==> config.mk <==
export PLATFORM = sky130hd
export DESIGN_NAME = xcvr_cfg_regs
export DESIGN_NICKNAME = d
export VERILOG_FILES = /design/src/common/xcvr_cfg_pkg.sv /design/src/hdl/countdown_timer.sv /design/src/hdl/xcvr_cfg_regs.sv
export SDC_FILE = /design/constraint.sdc
export NUM_CORES = 1
export LEC_CHECK = 0
export BUFFER_PORTS_ARGS = -buffer_cell sky130_fd_sc_hd__clkbuf_2
export CORE_MARGIN = 3
export CORE_UTILIZATION = 30
export CTS_BUF_LIST = sky130_fd_sc_hd__clkbuf_2
export DETAILED_ROUTE_END_ITERATION = 16
export GPL_ROUTABILITY_DRIVEN = 0
export PLACE_DENSITY = 0.44
export SLEW_MARGIN = 10
export SYNTH_ARGS = -nofsm -noshare
export SYNTH_HDL_FRONTEND = slang
export SYNTH_SLANG_ARGS = --single-unit
==> constraint.sdc <==
create_clock -name CLOCK -period 3.4 [get_ports CLOCK]
set_input_delay 0.34 -clock CLOCK [delete_from_list [all_inputs] [get_ports CLOCK]]
set_output_delay 0.34 -clock CLOCK [all_outputs]
set_load 0.03 [all_outputs]
==> src/common/xcvr_cfg_pkg.sv <==
// constants shared by the transceiver configuration register bank and its timers
// assumes a single 250 MHz clock that doubles as the master clock
package xcvr_cfg_pkg;

  // ----------------------------------------
  // register offsets
  // ----------------------------------------
  localparam logic [7:0] OFF_TIMER_RESTART = 8'h0c;
  localparam logic [7:0] OFF_TIMER_ENABLE = 8'h0d;
  localparam logic [7:0] OFF_TIMER_CONTINUOUS = 8'h0e;
  localparam logic [7:0] OFF_MISC_MODE_CONTROL = 8'h0f;
  localparam logic [7:0] OFF_STARTUP_INTERVAL_ONE = 8'h10;
  localparam logic [7:0] OFF_STARTUP_INTERVAL_TWO = 8'h12;
  localparam logic [7:0] OFF_STARTUP_INTERVAL_THREE = 8'h14;
  localparam logic [7:0] OFF_STARTUP_INTERVAL_FOUR = 8'h16;
  localparam logic [7:0] OFF_METER_INTERVAL = 8'h18;
  localparam logic [7:0] OFF_NOISE_ALARM_INTERVAL = 8'h1a;
  localparam logic [7:0] OFF_GENERAL_INTERVAL_THREE = 8'h1c;
  localparam logic [7:0] OFF_GENERAL_INTERVAL_FOUR = 8'h1e;
  localparam logic [7:0] OFF_RATE_SELECT_LOW = 8'h20;
  localparam logic [7:0] OFF_RECEIVE_CONVERTER_CONTROL = 8'h21;
  localparam logic [7:0] OFF_LOOP_MODES = 8'h22;

  // ----------------------------------------
  // field positions
  // ----------------------------------------
  localparam int MISC_ASYNC_MODE_BIT = 0;
  localparam int MISC_REGEN_CLOCK_BIT = 5;
  localparam int RCC_FILTER_LSB = 6;
  localparam int RCC_LOOPBACK_LSB = 4;
  localparam int RCC_PULSE_POLE_BIT = 3;
  localparam int RCC_GAIN_LSB = 0;
  localparam int LOOP_MODES_RATE_HIGH_LSB = 6;
  localparam int NUM_TIMERS = 8;
  localparam int NUM_STARTUP_TIMERS = 4;

  // ----------------------------------------
  // reset values
  // ----------------------------------------
  localparam logic [7:0] RST_MISC_MODE_CONTROL = 8'h00;
  localparam logic [7:0] RST_RATE_SELECT_LOW = 8'h00;
  localparam logic [7:0] RST_RECEIVE_CONVERTER_CONTROL = 8'h00;
  localparam logic [7:0] RST_LOOP_MODES = 8'h00;
  localparam logic [7:0] RST_TIMER_BITS = 8'h00;
  localparam logic [15:0] RST_INTERVAL = 16'h0000;

  // ----------------------------------------
  // rate and loopback codes
  // ----------------------------------------
  localparam logic [9:0] RATE_CODE_UNPROGRAMMED = 10'h000;
  localparam logic [9:0] RATE_CODE_DEFAULT = 10'h0a0;
  localparam logic [1:0] LOOPBACK_NORMAL = 2'h0;
  localparam logic [1:0] LOOPBACK_NO_BALANCE = 2'h1;
  localparam logic [1:0] LOOPBACK_TRANSMITTING = 2'h2;
  localparam logic [1:0] LOOPBACK_SILENT = 2'h3;

  // ----------------------------------------
  // timing counts
  // ----------------------------------------
  localparam int MCLK_PER_SYMBOL = 16;
  localparam int SYMBOLS_PER_STARTUP_STEP = 1024;
  localparam logic [3:0] SYMBOL_DIV_LAST = 4'(MCLK_PER_SYMBOL - 1);
  localparam logic [9:0] STARTUP_DIV_LAST = 10'(SYMBOLS_PER_STARTUP_STEP - 1);

endpackage

==> src/hdl/countdown_timer.sv <==
// one 16-bit countdown timer, advanced once per tick
// assumes tick is a single-cycle pulse on the same clock
`timescale 1ns/1ps
`default_nettype none
module countdown_timer
  import xcvr_cfg_pkg::*;
(
  input wire logic clock,
  input wire logic resetn,
  input wire logic tick,
  input wire logic [15:0] interval,
  input wire logic restart,
  input wire logic enable,
  input wire logic continuous,
  output logic reload_ack,
  output logic [15:0] count_r
);

  logic [15:0] count_nxt;
  logic at_zero;

  assign at_zero = (count_r == 16'h0000);
  assign reload_ack = tick & restart;

  always_comb begin
    count_nxt = count_r;
    if (tick) begin
      if (restart) begin
        count_nxt = interval;
      end else if (enable && at_zero && continuous) begin
        count_nxt = interval;
      end else if (enable && !at_zero) begin
        count_nxt = count_r - 16'h0001;
      end
    end
  end

  always_ff @(posedge clock or negedge resetn) begin
    if (!resetn) begin
      count_r <= RST_INTERVAL;
    end else begin
      count_r <= count_nxt;
    end
  end

endmodule
`default_nettype wire

==> src/hdl/xcvr_cfg_regs.sv <==
// configuration register bank of a line transceiver behind a byte-wide host interface
// assumes host pins are asynchronous to CLOCK, and CLOCK is also the master clock
//
// Overview of operation
// - misc mode register, reserved bits included, clears to zero on reset.
// - regenerator clock bit bypasses synthesizer; symbol rate is master clock over sixteen.
// - async mode bit selects asynchronous host timing, clear selects synchronous.
// - four startup timers take 16-bit intervals counted in 1024-symbol steps.
// - meter, noise alarm and two general timers count single symbol periods.
// - setting a restart bit loads the interval into that timer's counter.
// - continuous timer reloads its interval after reaching zero.
// - 10-bit rate value sets data rate, low byte here, top bits in loop modes.
// - rate value resets to zero, which means 1280 kbps operation.
// - filter field bits 7:6 pick reconstruction cutoff by data rate range.
// - loopback field bits 5:4 pick normal, no balance, transmitting or silent.
// - transmitting loopback disables main receive inputs, receives via balance inputs.
// - silent loopback turns transmitter off and routes shaping filter into converter.
// - restart reloads within one tick of its timer, then clears itself.
// - pulse pole bit selects 2320 kbps pulse shape when set.
`timescale 1ns/1ps
`default_nettype none
module xcvr_cfg_regs
  import xcvr_cfg_pkg::*;
(
  input wire logic CLOCK,
  input wire logic RESETN,
  input wire logic HOST_CS_N,
  input wire logic HOST_RD_N,
  input wire logic HOST_WR_N,
  input wire logic [7:0] HOST_ADDR,
  input wire logic [7:0] HOST_DATA_IN,
  output logic [7:0] HOST_DATA_OUT,
  output logic HOST_DATA_OE,
  input wire logic SYNTH_SYMBOL_TICK,
  output logic [9:0] RATE_SELECT,
  output logic SYNTH_BYPASS,
  output logic HOST_ASYNC_TIMING,
  output logic SYMBOL_STROBE,
  output logic [NUM_TIMERS-1:0] TIMER_AT_ZERO,
  output logic [1:0] FILTER_RANGE,
  output logic PULSE_POLE,
  output logic [2:0] VGA_GAIN,
  output logic RX_MAIN_DISABLE,
  output logic BALANCE_DISABLE,
  output logic TX_DISABLE,
  output logic INTERNAL_LOOP
);

  // ----------------------------------------
  // decode helpers
  // ----------------------------------------
  function automatic logic is_interval(input logic [7:0] addr);
    is_interval = (addr[7:4] == OFF_STARTUP_INTERVAL_ONE[7:4]);
  endfunction

  // ----------------------------------------
  // host pin synchronisers
  // ----------------------------------------
  logic [18:0] pin_meta_r;
  logic [18:0] pin_sync_r;

  always_ff @(posedge CLOCK or negedge RESETN) begin
    if (!RESETN) begin
      pin_meta_r <= 19'h70000;
      pin_sync_r <= 19'h70000;
    end else begin
      pin_meta_r <= {HOST_CS_N, HOST_RD_N, HOST_WR_N, HOST_ADDR, HOST_DATA_IN};
      pin_sync_r <= pin_meta_r;
    end
  end

  logic cs_n_s;
  logic rd_n_s;
  logic wr_n_s;
  logic [7:0] addr_s;
  logic [7:0] wdata_s;

  assign cs_n_s = pin_sync_r[18];
  assign rd_n_s = pin_sync_r[17];
  assign wr_n_s = pin_sync_r[16];
  assign addr_s = pin_sync_r[15:8];
  assign wdata_s = pin_sync_r[7:0];

  // ----------------------------------------
  // write strobe timing
  // ----------------------------------------
  logic misc_mode_r;
  logic [7:0] misc_r;
  logic wr_act;
  logic rd_act;
  logic wr_act_d_r;
  logic [7:0] hold_addr_r;
  logic [7:0] hold_data_r;
  logic sync_write;
  logic async_write;
  logic wr_en;
  logic [7:0] wr_addr;
  logic [7:0] wr_data;

  assign wr_act = !cs_n_s && !wr_n_s;
  assign rd_act = !cs_n_s && !rd_n_s;
  assign misc_mode_r = misc_r[MISC_ASYNC_MODE_BIT];
  // host timing select
  // synchronous takes the write as the strobe opens, asynchronous as it closes,
  // using address and data held from the last cycle of the strobe
  assign sync_write = !misc_mode_r && wr_act && !wr_act_d_r;
  assign async_write = misc_mode_r && !wr_act && wr_act_d_r;
  assign wr_en = sync_write || async_write;
  assign wr_addr = misc_mode_r ? hold_addr_r : addr_s;
  assign wr_data = misc_mode_r ? hold_data_r : wdata_s;

  always_ff @(posedge CLOCK or negedge RESETN) begin
    if (!RESETN) begin
      wr_act_d_r <= 1'b0;
      hold_addr_r <= 8'h00;
      hold_data_r <= 8'h00;
    end else begin
      wr_act_d_r <= wr_act;
      if (wr_act) begin
        hold_addr_r <= addr_s;
        hold_data_r <= wdata_s;
      end
    end
  end

  // ----------------------------------------
  // register decode
  // ----------------------------------------
  logic wr_restart;
  logic wr_enable;
  logic wr_cont;
  logic wr_misc;
  logic wr_rate;
  logic wr_rcc;
  logic wr_loop;
  logic wr_intv;

  assign wr_restart = wr_en && (wr_addr == OFF_TIMER_RESTART);
  assign wr_enable = wr_en && (wr_addr == OFF_TIMER_ENABLE);
  assign wr_cont = wr_en && (wr_addr == OFF_TIMER_CONTINUOUS);
  assign wr_misc = wr_en && (wr_addr == OFF_MISC_MODE_CONTROL);
  assign wr_rate = wr_en && (wr_addr == OFF_RATE_SELECT_LOW);
  assign wr_rcc = wr_en && (wr_addr == OFF_RECEIVE_CONVERTER_CONTROL);
  assign wr_loop = wr_en && (wr_addr == OFF_LOOP_MODES);
  assign wr_intv = wr_en && is_interval(wr_addr);

  // ----------------------------------------
  // control registers
  // ----------------------------------------
  logic [7:0] restart_r;
  logic [7:0] restart_nxt;
  logic [7:0] enable_r;
  logic [7:0] cont_r;
  logic [7:0] rate_low_r;
  logic [7:0] rcc_r;
  logic [7:0] loop_r;
  logic [NUM_TIMERS-1:0] reload_ack;

  // restart self-clear
  // a host write in the same cycle as the reload wins, so a fresh request is kept
  assign restart_nxt = wr_restart ? wr_data : (restart_r & ~reload_ack);

  always_ff @(posedge CLOCK or negedge RESETN) begin
    if (!RESETN) begin
      restart_r <= RST_TIMER_BITS;
      enable_r <= RST_TIMER_BITS;
      cont_r <= RST_TIMER_BITS;
      misc_r <= RST_MISC_MODE_CONTROL;
      rate_low_r <= RST_RATE_SELECT_LOW;
      loop_r <= RST_LOOP_MODES;
      rcc_r <= RST_RECEIVE_CONVERTER_CONTROL;
    end else begin
      restart_r <= restart_nxt;
      if (wr_enable) begin
        enable_r <= wr_data;
      end
      if (wr_cont) begin
        cont_r <= wr_data;
      end
      if (wr_misc) begin
        misc_r <= wr_data;
      end
      if (wr_rate) begin
        rate_low_r <= wr_data;
      end
      if (wr_loop) begin
        loop_r <= wr_data;
      end
      if (wr_rcc) begin
        rcc_r <= wr_data;
      end
    end
  end

  // ----------------------------------------
  // interval registers
  // ----------------------------------------
  logic [15:0] interval_r [NUM_TIMERS];
  logic [15:0] timer_count [NUM_TIMERS];
  logic [2:0] wr_idx;

  assign wr_idx = wr_addr[3:1];

  genvar gi;
  generate
    for (gi = 0; gi < NUM_TIMERS; gi++) begin : g_intv
      always_ff @(posedge CLOCK or negedge RESETN) begin
        if (!RESETN) begin
          interval_r[gi] <= RST_INTERVAL;
        end else if (wr_intv && (wr_idx == 3'(gi))) begin
          if (wr_addr[0]) begin
            interval_r[gi][15:8] <= wr_data;
          end else begin
            interval_r[gi][7:0] <= wr_data;
          end
        end
      end
    end
  endgenerate

  // ----------------------------------------
  // symbol and startup step ticks
  // ----------------------------------------
  logic [3:0] mclk_div_r;
  logic [9:0] step_div_r;
  logic regen_clock;
  logic sym_tick;
  logic step_tick;

  assign regen_clock = misc_r[MISC_REGEN_CLOCK_BIT];
  // regenerator symbol clock
  // bypass ignores the synthesizer strobe and divides the master clock by sixteen
  assign sym_tick = regen_clock ? (mclk_div_r == SYMBOL_DIV_LAST) : SYNTH_SYMBOL_TICK;
  assign step_tick = sym_tick && (step_div_r == STARTUP_DIV_LAST);

  always_ff @(posedge CLOCK or negedge RESETN) begin
    if (!RESETN) begin
      mclk_div_r <= 4'h0;
      step_div_r <= 10'h000;
    end else begin
      mclk_div_r <= regen_clock ? mclk_div_r + 4'h1 : 4'h0;
      if (sym_tick) begin
        step_div_r <= step_div_r + 10'h001;
      end
    end
  end

  // ----------------------------------------
  // timers
  // ----------------------------------------
  logic [NUM_TIMERS-1:0] zero_nxt;

  generate
    for (gi = 0; gi < NUM_TIMERS; gi++) begin : g_timer
      logic timer_tick;
      assign timer_tick = (gi < NUM_STARTUP_TIMERS) ? step_tick : sym_tick;
      countdown_timer u_timer (
        .clock(CLOCK),
        .resetn(RESETN),
        .tick(timer_tick),
        .interval(interval_r[gi]),
        .restart(restart_r[gi]),
        .enable(enable_r[gi]),
        .continuous(cont_r[gi]),
        .reload_ack(reload_ack[gi]),
        .count_r(timer_count[gi])
      );
      assign zero_nxt[gi] = (timer_count[gi] == 16'h0000);
    end
  endgenerate

  // ----------------------------------------
  // read path
  // ----------------------------------------
  logic [7:0] rd_data;
  logic [15:0] rd_intv;

  assign rd_intv = interval_r[addr_s[3:1]];
  assign rd_data = is_interval(addr_s) ? (addr_s[0] ? rd_intv[15:8] : rd_intv[7:0]) :
                   (addr_s == OFF_TIMER_RESTART) ? restart_r :
                   (addr_s == OFF_TIMER_ENABLE) ? enable_r :
                   (addr_s == OFF_TIMER_CONTINUOUS) ? cont_r :
                   (addr_s == OFF_MISC_MODE_CONTROL) ? misc_r :
                   (addr_s == OFF_RATE_SELECT_LOW) ? rate_low_r :
                   (addr_s == OFF_RECEIVE_CONVERTER_CONTROL) ? rcc_r :
                   (addr_s == OFF_LOOP_MODES) ? loop_r : 8'h00;

  // ----------------------------------------
  // analog and synthesizer controls
  // ----------------------------------------
  logic [9:0] rate_code;
  logic [9:0] rate_nxt;
  logic [1:0] loopback;
  logic rx_main_dis_nxt;
  logic bal_dis_nxt;
  logic tx_dis_nxt;
  logic int_loop_nxt;

  assign rate_code = {loop_r[LOOP_MODES_RATE_HIGH_LSB +: 2], rate_low_r};
  // zero means 1280 kbps
  // out-of-range codes from software pass through unchanged; the synthesizer owns them
  assign rate_nxt = (rate_code == RATE_CODE_UNPROGRAMMED) ? RATE_CODE_DEFAULT : rate_code;
  assign loopback = rcc_r[RCC_LOOPBACK_LSB +: 2];
  assign rx_main_dis_nxt = (loopback == LOOPBACK_TRANSMITTING);
  assign bal_dis_nxt = (loopback == LOOPBACK_NO_BALANCE);
  assign tx_dis_nxt = (loopback == LOOPBACK_SILENT);
  assign int_loop_nxt = (loopback == LOOPBACK_SILENT);

  always_ff @(posedge CLOCK or negedge RESETN) begin
    if (!RESETN) begin
      HOST_DATA_OUT <= 8'h00;
      HOST_DATA_OE <= 1'b0;
      RATE_SELECT <= RATE_CODE_DEFAULT;
      SYNTH_BYPASS <= 1'b0;
      HOST_ASYNC_TIMING <= 1'b0;
      SYMBOL_STROBE <= 1'b0;
      TIMER_AT_ZERO <= {NUM_TIMERS{1'b1}};
      FILTER_RANGE <= 2'h0;
      PULSE_POLE <= 1'b0;
      VGA_GAIN <= 3'h0;
      RX_MAIN_DISABLE <= 1'b0;
      BALANCE_DISABLE <= 1'b0;
      TX_DISABLE <= 1'b0;
      INTERNAL_LOOP <= 1'b0;
    end else begin
      HOST_DATA_OUT <= rd_act ? rd_data : 8'h00;
      HOST_DATA_OE <= rd_act;
      RATE_SELECT <= rate_nxt;
      SYNTH_BYPASS <= regen_clock;
      HOST_ASYNC_TIMING <= misc_mode_r;
      SYMBOL_STROBE <= sym_tick;
      TIMER_AT_ZERO <= zero_nxt;
      FILTER_RANGE <= rcc_r[RCC_FILTER_LSB +: 2];
      PULSE_POLE <= rcc_r[RCC_PULSE_POLE_BIT];
      VGA_GAIN <= rcc_r[RCC_GAIN_LSB +: 3];
      RX_MAIN_DISABLE <= rx_main_dis_nxt;
      BALANCE_DISABLE <= bal_dis_nxt;
      TX_DISABLE <= tx_dis_nxt;
      INTERNAL_LOOP <= int_loop_nxt;
    end
  end

endmodule
`default_nettype wire

==> summary.md <==
| Metric | Value |
|---|---|
| Status | `finished, final reports clean` |
| Reg-to-reg startpoint | `misc_r[5]$_DFFE_PN0P_` |
| Sequential share of power | `0.521` |
| Netlist cell types | `75` |
| Root Buffer | `clkbuf_2` |
| # DRC | `0` |
| Slew HR | `0.1971` |
| Hold Crit Start | `pin_meta_r[17]$_DFF_PN1_` |
| FF-to-FF setup slack | `0.39 ns` |
| Fmax | `0.3325 GHz` |
| Most instantiated cells after synthesis | `404 x dfrtp_1, 206 x mux2_2, 100 x clkbuf_1, 86 x o21ai_0, 78 x nor2_1` |
| Fin nets | `2,107` |
| Die X | `273.3 um` |
| Setup Skew | `0.07767 ns` |
| Top FF cell, synth | `dfrtp_1` |
| LEAKAGE | `11.01 nW` |
| P_sw | `0.003126 W` |
| Vias | `16.69k` |
| Comb power frac | `0.102` |
| Endpoint of the worst register-to-register path | `g_timer[5].u_timer.count_r[11]$_DFFE_PN0P_` |
| Critical path fanouts, max | `14` |
| Crit path setup slack, layout | `0.3922 ns` |
| WP data arrival | `4.00 ns` |
| Synth warn | `0` |
| CP Launch Point | `misc_r[5]$_DFFE_PN0P_` |
| Initial DRC count | `1,243` |
| Number of synthesized flops with an enable pin | `0` |
| Crit. End Element | `flip-flop` |
| Max-capacitance violation count | `0` |
| Period utilisation layout | `0.8847` |
| Wire per inst | `22.22 um` |
| CTS tree | `built` |
| Clock Power Share | `0.377` |
| Final Hold Vio Count | `0` |
| Skew-Pair Late Insertion Delay | `1.17 ns` |
| Setup crit start kind | `flip-flop` |
| Fin util | `0.3490` |
| Die area | `0.07467 mm2` |
| Die Ht | `273.3 um` |
| Synth area leader | `dfrtp_1` |
| Initial core utilization | `0.3044` |
| Most area-consuming cells after synthesis | `dfrtp_1 47%, mux2_2 11%, mux4_2 3.5%, mux2i_1 3.5%, o21ai_0 2.0%` |
| Synthesized Nets | `1,949` |
| Net Sw Frac | `0.2972` |
| Pre-Repair DR Iteration Count | `5` |
| Std-Cell Rows | `97` |
| Clock-pin slew on the worst setup and hold paths | `0.11 ns` |
| Post-Syn Area | `0.02143 mm2` |
| Hold Buf Count CTS | `43` |
| Area grow syn2layout | `14.64%` |
| Area of the core | `0.07039 mm2` |
| First-pass GRT wire length | `106,500 um` |
| IO Port Bufs | `61` |
| Async SR Flop Fraction | `1.000` |
| Drt via density | `5.383` |
| Max IR drop VDD | `0.2664 mV` |
| Initial antenna violation count | `1` |
| Bufs on Longest Clock Path | `3` |
| Total CTS buffers | `117` |
| R2R cell count | `5` |
| Register area share after synthesis | `0.4914` |
| Crit path to | `g_timer[5].u_timer.count_r[11]$_DFFE_PN0P_` |
| RSZ-0062 raised after global routing | `no` |
| Syn Area/Cell | `11.22 um2` |
| PD cells | `428.2 mW/mm2` |
| Pre-CTS setup slack | `0.5439 ns` |
| Final setup vio count | `0` |
| Post-synthesis register bit count | `420` |
| Detailed placement HPWL | `47,670 um` |
| GRT Residual Overflow | `0` |
| Worst path required time | `4.39 ns` |
| Clock sinks | `420` |
| Final min period | `3.008 ns` |
| All-layer global routing usage | `0.1859` |
| HP Class | `reg -> reg` |
| Synth Instances | `1,909` |
| CTS resizes | `0` |
| Setup CP Type | `reg -> reg` |
| Internal power | `0.007393 W` |
| CTS H-tree lvls | `3` |
| Share of layout cells above drive strength 1 | `0.2841` |
| Io pins | `62` |
| Setup TNS | `0 ns` |
| Post-route ant nets | `0` |
| FILL cells | `7,125` |
| Setup Fix Bufs, Post-CTS | `0` |
| Slew Viols, Final | `0` |
| Most frequent cell after synthesis | `dfrtp_1` |
| Top-area cell type share of the netlist area | `0.4718` |
| Pin slew with the least headroom to its limit | `1.199 ns` |
| Largest net degree at the start of global routing | `107` |
| Final Power | `0.01052 W` |
| Vias in the first global route | `16.75k` |
| Drt total wl | `68,890 um` |
## flip-flops by register name, summed over array words and instances, names as in the netlist, 2 cells and up
signal                   flops
restart_r                    8
VGA_GAIN                     3
hold_data_r                  8
pin_sync_r                  19
TIMER_AT_ZERO                8
loop_r                       8
interval_r                 128
FILTER_RANGE                 2
pin_meta_r                  19
g_timer.u_timer.count_r    128
enable_r                     8
HOST_DATA_OUT                8
step_div_r                  10
mclk_div_r                   4
rcc_r                        8
RATE_SELECT                 10
misc_r                       8
rate_low_r                   8
hold_addr_r                  8
cont_r                       8
## cell families after synthesis
kind of cell / count (synthesis) / share of synthesized area
simple gates: 502 / 0.1355
flops: 420 / 0.4914
buf+inv: 205 / 0.03702
compound gates: 440 / 0.1436
xor+xnor: 11 / 0.004496
mux: 313 / 0.1775
fa+ha+maj: 18 / 0.01051
## per-stage QoR
stage / cells / instance area, um2 / hold slack (ns)
CTS: 3098 / 24540 / 0.1546
global route: 3100 / 24560 / 0.2628
global placement: 2845 / 22960 / 0.1963
finish: 3100 / 24560 / 0.3219
detailed placement: 2845 / 22960 / 0.1905
floorplan: 1909 / 21430 / 0.04441
## worst min path at each step
stage / to / depth (start not counted)
3_5_place_dp: g_timer[4].u_timer.count_r[3]$_DFFE_PN0P_ / 1
2_1_floorplan: BALANCE_DISABLE$_DFF_PN0_ / 0
3_3_place_gp: g_timer[4].u_timer.count_r[3]$_DFFE_PN0P_ / 1
4_1_cts: pin_meta_r[16]$_DFF_PN1_ / 3
5_1_grt: pin_meta_r[8]$_DFF_PN0_ / 3
6_report: pin_sync_r[17]$_DFF_PN1_ / 0
## power by group through the flow
| stage | sequential (W) | clock, W | combinational, W |
|---|---|---|---|
| after floorplan | 0.00549 | 0 | 0.000663 |
| after global placement | 0.00558 | 0 | 0.00103 |
| after detailed placement | 0.00558 | 0 | 0.00104 |
| after CTS | 0.00548 | 0.00418 | 0.00108 |
| after global routing | 0.00553 | 0.00444 | 0.00119 |
| final | 0.00549 | 0.00397 | 0.00107 |
## layout make-up
type                            count  area (um2)  area share
Sequential cell                   420       10530      0.4288
Multi-Input combinational cell   1284       10150      0.4130
Timing Repair Buffer              165        1264     0.05144
Tap cell                          940        1176     0.04788
Clock buffer                      170       850.8     0.03464
Inverter                           79       296.5     0.01207
Clock inverter                     40       294.0     0.01197
Antenna cell                        2       5.005   0.0002037
## routing by layer
metal  vias up  GRT usage  part of all wire
li1       7654          -                 -
met1      8496     0.2658              0.48
met2       444     0.2841              0.44
met3        94    0.03962             0.055
met4         0    0.05126             0.019
met5         -          0                 0
## worst max-delay path, cell delays in order, from the launching register on
cell and delay, ns:
dfrtp_1 0.53, nor2b_1 0.50, o22ai_1 0.31, a31oi_1 0.94
o21ai_0 0.27, a22o_1 0.30
## placed cells by master (no fill, tap or decap), types with 20 or more instances in the layout
| master | synthesis | routed |
|---|---|---|
| a211oi_1 | 52 | 52 |
| a21oi_1 | 56 | 56 |
| a22oi_1 | 21 | 21 |
| a2bb2oi_1 | 38 | 38 |
| buf_4 | 1 | 57 |
| clkbuf_2 | 0 | 230 |
| clkinv_1 | 1 | 28 |
| dfrtp_1 | 404 | 402 |
| dlygate4sd3_1 | 0 | 42 |
| inv_1 | 77 | 77 |
| mux2_2 | 206 | 206 |
| mux2i_1 | 74 | 74 |
| mux4_2 | 33 | 33 |
| nand2_1 | 69 | 69 |
| nand3_1 | 42 | 41 |
| nand4_1 | 23 | 23 |
| nor2_1 | 78 | 78 |
| nor2b_1 | 21 | 21 |
| nor3_1 | 67 | 67 |
| nor4_1 | 46 | 46 |
| o21ai_0 | 86 | 86 |
| o22ai_1 | 32 | 32 |
| o2bb2ai_1 | 33 | 33 |
| or3_1 | 27 | 27 |
| or4_1 | 20 | 20 |
Power figures use the tool's default switching activity.
